[config.mk]
export PLATFORM = sky130hd
export DESIGN_NAME = disk_track_controller
export DESIGN_NICKNAME = d
export VERILOG_FILES = /design/src/pkg/dtc_pkg.sv /design/src/verilog/disk_track_controller.sv
export SDC_FILE = /design/constraint.sdc
export NUM_CORES = 1
export LEC_CHECK = 0
export BUFFER_PORTS_ARGS = -buffer_cell sky130_fd_sc_hd__buf_4
export CORE_UTILIZATION = 57
export DETAILED_ROUTE_END_ITERATION = 10
export PLACE_DENSITY = 0.8
export SYNTH_ARGS = -nofsm -noshare
export SYNTH_HDL_FRONTEND = slang
export SYNTH_SLANG_ARGS = --single-unit
[constraint.sdc]
create_clock -name clock -period 3.44 [get_ports clock]
set_input_delay 0.516 -clock clock [delete_from_list [all_inputs] [get_ports clock]]
set_output_delay 0.516 -clock clock [all_outputs]
set_load 0.1 [all_outputs]
[src/pkg/dtc_pkg.sv]
// Package with constants and carrier types for the disk track controller.
package dtc_pkg;
	localparam int PARCEL_W = 16;
	localparam int PACKET_LEN = 16;
	localparam int SECTOR_PARCELS = 2048;
	localparam int SECTORS_PER_TRACK = 48;
	localparam int SPINDLES = 4;
	localparam int SECTORS_PER_SPINDLE = 12;
	localparam int ZERO_RUN_BYTES = 16;
	localparam int ZERO_RUN_PARCELS = ZERO_RUN_BYTES / 2;
	localparam int TRACK_PARCELS = SECTORS_PER_TRACK * SECTOR_PARCELS;
	localparam int ECC_W = 6;
	localparam logic [10:0] LAST_PARCEL = 11'h7FF;
	localparam logic [3:0] LAST_IN_PACKET = 4'hF;
	localparam logic [3:0] LAST_ZERO = 4'h7;
	localparam logic [3:0] SECT_LAST = 4'hB;
	localparam logic [5:0] TRACK_LAST = 6'h2F;
	localparam logic [1:0] SPIN_LAST = 2'h3;

	typedef enum logic [2:0] {
		FN_NOP,
		FN_SELECT,
		FN_SEEK,
		FN_READ,
		FN_WRITE,
		FN_FORMAT,
		FN_STATUS,
		FN_PORT
	} func_t;

	typedef struct packed {
		func_t func;
		logic [15:0] param;
	} chan_func_t;

	typedef struct packed {
		logic [15:0] data;
		logic [5:0] ecc;
	} coded_t;

	typedef struct packed {
		logic valid;
		logic [2:0] func;
		logic [1:0] spindle;
		logic unit;
		logic [15:0] param;
	} drive_ctl_t;
endpackage

[src/verilog/disk_track_controller.sv]
// Disk control unit datapath and sequencer between the channel and the drives.
`timescale 1ns/1ps

// Summary of operation
// - Data moves in packets of sixteen parcels.
// - Decode channel functions into drive control signals.
// - Capture drive status, return on status function.
// - One DMA port, one accumulator output; acc_chan is not decoded.
// - Drive side handles deskew and assembly.
// - Transfer only whole 2048-parcel sectors.
// - Consecutive sectors chain into one operation.
// - Eight spindles as two four-spindle drives.
// - Control and status only for selected drive.
// - Stage data in a full-track buffer.
// - Generate check bits on write data.
// - Check and correct read data.
// - Track of 48 sectors, 12 per spindle.
// - Write zero run at defect address.
// - Drop zero run on read.
// - Record defect parameter in sector ID.
// - Two drive ports, one active.
module disk_track_controller (
	input wire logic clock,
	input wire logic rstn,
	input wire logic fn_valid,
	input wire dtc_pkg::chan_func_t fn_in,
	input wire logic [1:0] acc_chan,
	output logic [15:0] acc_data,
	output logic acc_valid,
	input wire logic dma_in_valid,
	input wire logic [15:0] dma_in_data,
	output logic dma_in_ready,
	output logic dma_out_valid,
	output logic [15:0] dma_out_data,
	input wire logic dma_out_ready,
	output logic busy,
	output dtc_pkg::drive_ctl_t drv_ctl,
	input wire logic drv_status_valid,
	input wire logic [15:0] drv_status,
	output logic [1:0] port_active,
	output logic drv_wr_valid,
	output dtc_pkg::coded_t drv_wr_word,
	output logic drv_wr_last,
	input wire logic drv_wr_ready,
	input wire logic drv_rd_valid,
	input wire dtc_pkg::coded_t drv_rd_word,
	output logic drv_rd_ready,
	output logic ecc_fixed,
	output logic ecc_fatal
);
	// ****************************************
	// Check code
	// ****************************************
	// Hamming code over 16 data bits, five check bits plus overall parity.
	function automatic logic [4:0] syn_bits(input logic [15:0] d);
		logic [20:0] cw;
		logic [4:0] s;
		int k;
		int p;
		cw = '0;
		s = '0;
		k = 0;
		for (p = 1; p <= 21; p++) begin
			if ((p & (p - 1)) != 0) begin
				cw[p - 1] = d[k];
				k++;
			end
		end
		for (p = 1; p <= 21; p++) begin
			s = s ^ (cw[p - 1] ? 5'(p) : 5'h00);
		end
		return s;
	endfunction

	function automatic logic [5:0] ecc_gen(input logic [15:0] d);
		logic [4:0] s;
		s = syn_bits(d);
		return {^{d, s}, s};
	endfunction

	// Map a codeword position back to its data bit, or 16 for a check bit.
	function automatic logic [4:0] data_index(input logic [4:0] pos);
		logic [4:0] idx;
		int p;
		int k;
		idx = 5'h10;
		k = 0;
		for (p = 1; p <= 21; p++) begin
			if ((p & (p - 1)) != 0) begin
				if (5'(p) == pos) begin
					idx = 5'(k);
				end
				k++;
			end
		end
		return idx;
	endfunction

	// ****************************************
	// State
	// ****************************************
	typedef enum {
		ST_IDLE,
		ST_ID,
		ST_WRITE,
		ST_ZERO,
		ST_READ
	} state_t;

	typedef struct packed {
		state_t st;
		logic unit;
		logic port;
		logic [1:0] spindle;
		logic [3:0] sect;
		logic [5:0] sector_no;
		logic [15:0] count;
		logic [10:0] parcel;
		logic [3:0] pkt;
		logic [3:0] zcnt;
		logic [10:0] defect;
		logic defect_en;
		logic chain;
		logic [15:0] status;
		logic [15:0] acc_data;
		logic acc_valid;
		dtc_pkg::drive_ctl_t ctl;
		logic [1:0] port_active;
		logic wr_valid;
		dtc_pkg::coded_t wr_word;
		logic wr_last;
		logic in_ready;
		logic rd_ready;
		logic [1:0] bvalid;
		logic [1:0][15:0] bdata;
		logic out_valid;
		logic [15:0] out_data;
		logic fixed;
		logic fatal;
		logic busy;
	} regs_t;

	regs_t q;
	regs_t d;
	// Full-track staging memory shared by reads and writes.
	logic [15:0] track_mem [dtc_pkg::TRACK_PARCELS];
	logic [16:0] waddr;
	logic mem_we;
	logic [15:0] mem_wdata;
	logic [4:0] syn;
	logic parity_err;
	logic [15:0] fixed_data;
	logic [4:0] bit_idx;
	logic sector_done;

	always_comb begin
		waddr = 17'({q.sector_no, q.parcel});
		syn = syn_bits(drv_rd_word.data) ^ drv_rd_word.ecc[4:0];
		parity_err = ^{drv_rd_word.data, drv_rd_word.ecc};
		bit_idx = data_index(syn);
		fixed_data = drv_rd_word.data;
		if (parity_err && syn != 5'h00 && bit_idx != 5'h10) begin
			fixed_data[bit_idx[3:0]] = ~fixed_data[bit_idx[3:0]];
		end
	end

	always_comb begin
		d = q;
		mem_we = 1'b0;
		mem_wdata = '0;
		d.acc_valid = 1'b0;
		d.ctl.valid = 1'b0;
		d.fixed = 1'b0;
		d.fatal = 1'b0;
		sector_done = 1'b0;
		// Two-entry buffer ahead of the DMA output; consumer pops first.
		if (q.out_valid && dma_out_ready) begin
			d.out_valid = 1'b0;
		end
		if (!d.out_valid && q.bvalid[0]) begin
			d.out_valid = 1'b1;
			d.out_data = q.bdata[0];
			d.bvalid = {1'b0, q.bvalid[1]};
			d.bdata[0] = q.bdata[1];
		end
		// Status is latched from the drive on its own strobe.
		if (drv_status_valid) begin
			d.status = drv_status;
		end
		if (drv_wr_valid && drv_wr_ready) begin
			d.wr_valid = 1'b0;
		end
		case (q.st)
			ST_IDLE: begin
				if (fn_valid) begin
					case (fn_in.func)
						dtc_pkg::FN_SELECT: begin
							d.unit = fn_in.param[0];
						end
						dtc_pkg::FN_PORT: begin
							d.port = fn_in.param[0];
						end
						dtc_pkg::FN_STATUS: begin
							d.acc_data = q.status;
							d.acc_valid = 1'b1;
						end
						dtc_pkg::FN_READ, dtc_pkg::FN_WRITE, dtc_pkg::FN_FORMAT: begin
							d.sector_no = fn_in.param[5:0] > dtc_pkg::TRACK_LAST ? 6'h00 : fn_in.param[5:0];
							d.spindle = d.sector_no[1:0];
							d.sect = d.sector_no[5:2];
							d.count = {8'h00, fn_in.param[13:6]};
							d.chain = fn_in.param[13:6] != 8'h00;
							d.parcel = '0;
							d.pkt = '0;
							d.st = fn_in.func == dtc_pkg::FN_READ ? ST_READ :
								fn_in.func == dtc_pkg::FN_FORMAT ? ST_ID : ST_WRITE;
						end
						default: begin
							d.defect = fn_in.param[10:0];
							d.defect_en = fn_in.param[15];
						end
					endcase
					// Functions reach the selected drive only.
					d.ctl.valid = fn_in.func != dtc_pkg::FN_STATUS && fn_in.func != dtc_pkg::FN_PORT;
					d.ctl.func = fn_in.func;
					d.ctl.unit = fn_in.func == dtc_pkg::FN_SELECT ? fn_in.param[0] : q.unit;
					d.ctl.spindle = d.spindle;
					d.ctl.param = fn_in.param;
				end
			end
			ST_ID: begin
				if (!q.wr_valid || drv_wr_ready) begin
					d.wr_valid = 1'b1;
					d.wr_word = {{q.defect_en, 4'h0, q.defect}, ecc_gen({q.defect_en, 4'h0, q.defect})};
					d.wr_last = 1'b1;
					d.st = ST_WRITE;
				end
			end
			ST_WRITE: begin
				// Stage the word in the track buffer and emit it coded on the same clock edge.
				if (dma_in_valid && q.in_ready && (!q.wr_valid || drv_wr_ready)) begin
					mem_we = 1'b1;
					mem_wdata = dma_in_data;
					d.wr_valid = 1'b1;
					d.wr_word = {dma_in_data, ecc_gen(dma_in_data)};
					d.wr_last = q.pkt == dtc_pkg::LAST_IN_PACKET;
					d.pkt = q.pkt + 4'h1;
					d.parcel = q.parcel + 11'h001;
					if (q.defect_en && q.parcel + 11'h001 == q.defect) begin
						d.st = ST_ZERO;
						d.zcnt = '0;
					end
					sector_done = q.parcel == dtc_pkg::LAST_PARCEL;
				end
			end
			ST_ZERO: begin
				if (!q.wr_valid || drv_wr_ready) begin
					d.wr_valid = 1'b1;
					d.wr_word = {16'h0000, ecc_gen(16'h0000)};
					d.wr_last = 1'b0;
					d.zcnt = q.zcnt + 4'h1;
					if (q.zcnt == dtc_pkg::LAST_ZERO) begin
						d.st = ST_WRITE;
					end
				end
			end
			ST_READ: begin
				if (drv_rd_valid && q.rd_ready) begin
					d.fixed = parity_err && syn != 5'h00;
					d.fatal = !parity_err && syn != 5'h00;
					if (q.defect_en && q.parcel == q.defect && q.zcnt != dtc_pkg::LAST_ZERO + 4'h1) begin
						d.zcnt = q.zcnt + 4'h1;
					end else begin
						mem_we = 1'b1;
						mem_wdata = fixed_data;
						d.bdata[q.bvalid[0] && d.bvalid[0] ? 1 : 0] = fixed_data;
						d.bvalid[q.bvalid[0] && d.bvalid[0] ? 1 : 0] = 1'b1;
						d.parcel = q.parcel + 11'h001;
						sector_done = q.parcel == dtc_pkg::LAST_PARCEL;
					end
				end
			end
			default: begin
				d.st = ST_IDLE;
			end
		endcase
		if (sector_done) begin
			// Sectors rotate over the four spindles, twelve per spindle.
			d.parcel = '0;
			d.zcnt = '0;
			d.spindle = q.spindle == dtc_pkg::SPIN_LAST ? 2'h0 : q.spindle + 2'h1;
			if (q.spindle == dtc_pkg::SPIN_LAST) begin
				d.sect = q.sect == dtc_pkg::SECT_LAST ? 4'h0 : q.sect + 4'h1;
			end
			d.sector_no = q.sector_no == dtc_pkg::TRACK_LAST ? 6'h00 : q.sector_no + 6'h01;
			if (q.count == 16'h0000) begin
				d.st = ST_IDLE;
				d.chain = 1'b0;
			end else begin
				d.count = q.count - 16'h0001;
			end
		end
		// One drive port active at a time, switched only while idle.
		d.port_active = q.port ? 2'b10 : 2'b01;
		d.in_ready = d.st == ST_WRITE && !d.wr_valid;
		d.rd_ready = d.st == ST_READ && !d.bvalid[1];
		d.busy = d.st != ST_IDLE;
	end

	always_ff @(posedge clock) begin
		if (mem_we) begin
			track_mem[waddr] <= mem_wdata;
		end
	end

	always_ff @(posedge clock) begin
		if (!rstn) begin
			q <= '0;
			q.st <= ST_IDLE;
			q.port_active <= 2'b01;
		end else begin
			q <= d;
		end
	end

	assign acc_data = q.acc_data;
	assign acc_valid = q.acc_valid;
	assign dma_in_ready = q.in_ready;
	assign dma_out_valid = q.out_valid;
	assign dma_out_data = q.out_data;
	assign busy = q.busy;
	assign drv_ctl = q.ctl;
	assign port_active = q.port_active;
	assign drv_wr_valid = q.wr_valid;
	assign drv_wr_word = q.wr_word;
	assign drv_wr_last = q.wr_last;
	assign drv_rd_ready = q.rd_ready;
	assign ecc_fixed = q.fixed;
	assign ecc_fatal = q.fatal;

	// ****************************************
	// Checks
	// ****************************************
	a_one_port: assert property (@(posedge clock) disable iff (!rstn) $onehot(port_active))
		else $error("more than one drive port active");
	a_port_idle: assert property (@(posedge clock) disable iff (!rstn) busy |-> $stable(q.port))
		else $error("port changed during transfer");
	a_status_out: assert property (@(posedge clock) disable iff (!rstn)
		fn_valid && !busy && fn_in.func == dtc_pkg::FN_STATUS |=> acc_valid && acc_data == $past(q.status))
		else $error("status not returned");
	a_ctl_unit: assert property (@(posedge clock) disable iff (!rstn)
		drv_ctl.valid && drv_ctl.func != dtc_pkg::FN_SELECT |-> drv_ctl.unit == $past(q.unit))
		else $error("control sent to wrong drive");
	a_ecc_gen: assert property (@(posedge clock) disable iff (!rstn)
		drv_wr_valid |-> drv_wr_word.ecc == ecc_gen(drv_wr_word.data))
		else $error("bad check bits on write");
	a_spin_range: assert property (@(posedge clock) disable iff (!rstn) q.sect <= dtc_pkg::SECT_LAST)
		else $error("sector per spindle out of range");
	a_zero_run: assert property (@(posedge clock) disable iff (!rstn)
		q.st == ST_ZERO && (!drv_wr_valid || drv_wr_ready) |=> drv_wr_valid && drv_wr_word.data == 16'h0000)
		else $error("zero run carries data");
	a_sector_end: assert property (@(posedge clock) disable iff (!rstn)
		sector_done |-> q.parcel == dtc_pkg::LAST_PARCEL)
		else $error("sector ended early");
endmodule
Word-level counts from Yosys, hierarchy flattened
Index checks and enable logic that the tools add are counted.

Word-level logic and storage cells: 598. Register bits after elaboration: 230. Input port bits: 83. Output and inout port bits: 88.

Reduce and logical (&&, ||, !) cells: 54. Mux-type cells: 340. $lt $le $gt $ge: 35. Equality and inequality tests: 49. Bitwise logic cells: 51. $add $sub $neg: 35.

Operator list (number): 2-to-1 mux 32 bit (68); less-than comparator 32 x 6 -> 1 bit (second input constant) (30); adder 32 x 2 -> 32 bit (second input constant) (28); one-hot mux 32 bit (5 select lines) (1); 2-to-1 mux 5 bit (31); 2-to-1 mux 1 bit (136); binary-select mux 1 bit (select 4 bit) (31); 2-to-1 mux 4 bit (27); 2-to-1 mux 34 bit (3); 2-to-1 mux 77 bit (1); 2-to-1 mux 24 bit (3); one-hot mux 24 bit (3 select lines) (1); bitwise XOR 4 bit (18); bitwise XOR 5 bit (13); == test 32 x 2 -> 1 bit (second input constant) (2); == test 32 x 3 -> 1 bit (second input constant) (2); 2-to-1 mux 16 bit (3); 2-to-1 mux 43 bit (1); parity 21 bit (2); 2-to-1 mux 39 bit (1); == test 4 x 5 -> 1 bit (first input constant) (7); 2-to-1 mux 33 bit (1); one-hot mux 11 bit (3 select lines) (1); bitwise mux 32 bit (1); 65 further kinds (152).

Depth between registers and ports, before layout
Depth after elaboration: 59. Depth in mapped cells: 11. Mapped depth without buffers: 10.

Worst setup path after synthesis
OpenSTA, ideal clock, no wires.

Path type: input-to-reg. From: input drv_rd_word[12] in the netlist's numbering. To: register with a tool-made name. Path buffers: 2. Data arrival time: 2.748 ns. Slack: 0.571 ns. Stages: 9. Cell sequence: buf_2 xnor3_1 xnor2_2 xnor2_2 buf_2 nand2_1 nor4_1 mux2_2 o311a_1.

RTL lines: start: declaration (RTL line disk_track_controller.sv:46) `input wire dtc_pkg::coded_t drv_rd_word,`.

Worst setup path in the final report
From: register q[160] in the netlist's numbering. To: register q[180] in the netlist's numbering.

Longest elaborated chain between the ends: 7.

RTL lines: start: declaration (RTL line disk_track_controller.sv:143) `regs_t q;`; == test 11 bit (RTL line disk_track_controller.sv:271) `if (q.defect_en && q.parcel == q.defect && q.zcnt != dtc_pkg::LAST_ZERO + 4'h1) begin`; logical AND 1 bit (2 in series) (RTL line disk_track_controller.sv:271); 2-to-1 mux 1 bit (RTL line disk_track_controller.sv:271); 2-to-1 mux 1 bit (RTL line disk_track_controller.sv:268) `if (drv_rd_valid && q.rd_ready) begin`; one-hot mux 1 bit (2 select lines) (*) (RTL line disk_track_controller.sv:193) `case (q.st)`; 2-to-1 mux 39 bit (*) (RTL line disk_track_controller.sv:287) `if (sector_done) begin`.

Every way passes the cells marked *; elsewhere a longest branch is shown, timed or not. A chain may end at the register's enable or synchronous reset.

==> results.cfg <==
[status]
status = complete, no violations

[yosys]
syn_avg_cell_area_um2 = 8.420
synth_largest_area_cell = dfxtp_1
yosysWarnings = 0
ys_seq_elements = 220
synthFlopType = dfxtp_1
synth-compound-area-share_pct = 14.97
netlist-cell-type-count = 80
synth_mux_area_share_pct = 2.891
synth.most_common_cell = nand2_1
synth_top_family_by_area = simple AND/OR/NAND/NOR gates
yosys.area.top_type_share_pct = 39.45
synth-edff-count = 0
synthCells = 1326
synth_simple_gate_area_share_pct = 21.89
synth_fa_ha_area_share_pct = 0.6724
synthTopCellsByArea = dfxtp_1 (39%), nand2_1 (7.6%), xnor2_1 (5.5%)
synth_commonest_cells = nand2_1 (226), dfxtp_1 (220), a21oi_1 (119), nor2_1 (112), buf_4 (81)
syn_area_um2 = 11160
yosysSeqAreaShare_pct = 39.45
async_flop_share_pct = 0
synth-xor-area-share_pct = 11.59

[cells_and_area]
drive_above_1_share_pct = 19.28
seqCellArea_um2 = 4404
multi_input_area_um2 = 5924
nNetsFinal = 1510
design_area_um2 = 13040
areaGrowthSynthToFinish_pct = 16.75
fillCellCount = 1559
num_antenna_cells = 0

[setup_path]
crit_slowest_cell = dfxtp_1
critical_path.startpoint_type = register
cp-end-kind = register
criticalPathCategory = reg2reg
critPathTopFamily = simple AND/OR/NAND/NOR gates
crit_chain = ha_1, nand3_1, nor3_2, and3_1, and2_1, and4_1, nand2b_1, or4_1, a21oi_1
cp_slowest_stage_delay_ns = 0.46
worst-path-buf-inv = 0
critPathMaxFanout = 7
r2r_slack_ns = 0.37
crit_arrival_ns = 3.52
required_ns = 3.88

[clock_network]
tritoncts = yes
cts_post_setup_buffers_inserted = 0
numCtsBuffers = 23
root_buffer = clkbuf_16
clk_latency_ns = 0.52
cts.clk_slew.worst_paths_ns = 0.07
cts.htree.levels = 1
cts_resized = 0
ctsHoldBuffers = 0
cts_sinks = 220
cts.path.max_buffers = 3

[global_routing]
groute.usage.overall_pct = 27.56
grt_pass1_vias = 8929
grt_max_degree = 109
grt-ovfl-total = 0
antenna_found_initial = 0
grt_pass1_wl_um = 44950

[place]
place_congestion = 0.9828
io_buffers = 168
postPlaceCellArea_um2 = 12200
dp_hpwl_um = 19490

[timing]
final_hold_viol_count = 0
relSlewSlack_pct = 43.41
rsz0062_at_grt = false
max_freq_mhz = 325.4
finalMaxSlewViolations = 0
period_share_pct = 89.34
skew_ns = 0.01560
tightest_slew_ns = 0.8468
finalSetupViolCount = 0
fin_crit_ns = 3.073
finalSetupTns_ns = 0

[pwr]
powerDensity_nw_per_um2 = 511.7
p_leak_nw = 5.150
irDropWorstVdd_v = 0.0003863

[floorplan]
die_x_um = 142.0
die_area_um2 = 20150
pin_count = 171
die_h_um = 142.0
core-area_um2 = 18960
core.rowCount = 50
start_util_pct = 58.90

[routing]
drt_pass1_iterations = 7
viasPerCell = 5.713
dr.max_layer_used = met4
wl_per_cell_um = 16.47
drt_iter0_markers = 1023
wl_met1_um = 11890
routed_wirelength_um = 27950
route.met2.wl_um = 13000
via_count = 9695
remaining_drc_errors = 0
wl_met3_um = 2174
ant_nets = 0

[flow_run]
max-cap-violations = 0

[hold_path]
hold_path_class = in2reg
[metrics by stage]
step	setup WS (ns)	hold WS (ns)	utilization (%)	cells	total power [mW]
after floorplan	0.5705	0.4297	-	1354	3.577
after global placement	0.3176	0.4363	64.34	1656	3.926
after detailed placement	0.3083	0.4410	64.34	1656	3.934
after CTS	0.4298	0.2274	68.77	1697	6.668
after global routing	0.1461	0.2245	68.77	1697	6.906
final	0.3667	0.2283	68.77	1697	6.670
[cells by family (layout without fill, tap and decap cells)]
kind of cell | after synthesis | in the layout
mux | 32 | 32
buf+inv | 168 | 251
compound gates | 258 | 258
simple gates | 525 | 525
fa+ha+maj | 6 | 6
xor+xnor | 116 | 116
other cells | 1 | 29
flops | 220 | 220
[report_power, final]
group,internal [mW],switching (mW),leakage [nW],total [mW]
clock network,1.75,1.01,0.409,2.75
registers,2.58,0.0104,1.79,2.59
logic,0.513,0.815,2.96,1.33
total,4.84,1.83,5.15,6.67
[worst min-delay path, cell delays in order]
cell and delay, ns:
buf_4 0.08, mux2i_1 0.05, nor2_1 0.07
[cell usage in the layout (no fill, tap or decap), drive strengths merged, types with 19 or more instances in the layout]
| cell type | count |
|---|---|
| nand4 | 22 |
| xor2 | 24 |
| nor4 | 19 |
| buf | 197 |
| nor2 | 114 |
| conb | 29 |
| nor3 | 35 |
| nand2 | 226 |
| mux2i | 30 |
| xnor2 | 78 |
| a21oi | 119 |
| o21ai | 44 |
| clkbuf | 32 |
| dfxtp | 220 |
| nand3 | 37 |
[final timing paths]
kind | cells after the start | start | endpoint
max | 9 | q[160]$_SDFFE_PP0P_ | q[180]$_SDFF_PN0_
min | 3 | drv_status[1] | q[123]$_SDFFE_PN0P_
max reg2reg | 9 | q[160]$_SDFFE_PP0P_ | q[180]$_SDFF_PN0_
min reg2reg | 2 | register | register
[layout make-up]
class                           instances  share of cell area, %
Timing Repair Buffer                  197                  11.44
Multi-Input combinational cell        966                  45.45
Inverter                               13                 0.3935
Clock inverter                          9                  1.526
Tap cell                              260                  2.496
Clock buffer                           32                  4.905
Sequential cell                       220                  33.79
[layer usage]
| layer | global-route usage [%] | vias up |
|---|---|---|
| met5 | 0 | - |
| met4 | 10.24 | 0 |
| met2 | 44.33 | 412 |
| met3 | 4.374 | 63 |
| met1 | 37.38 | 4507 |
| li1 | - | 4713 |
[registers in the layout, summed over array words and instances, names as in the netlist, named ones only]
| signal | count |
|---|---|
| q | 116 |
| drv_ctl | 22 |
| drv_wr_word | 22 |
| acc_data | 16 |
| dma_out_data | 16 |
| port_active | 2 |
| acc_valid | 1 |
| busy | 1 |
| dma_in_ready | 1 |
| dma_out_valid | 1 |
| drv_rd_ready | 1 |
| drv_wr_last | 1 |
| drv_wr_valid | 1 |
| ecc_fatal | 1 |
| ecc_fixed | 1 |
Power figures use the tool's default switching activity.
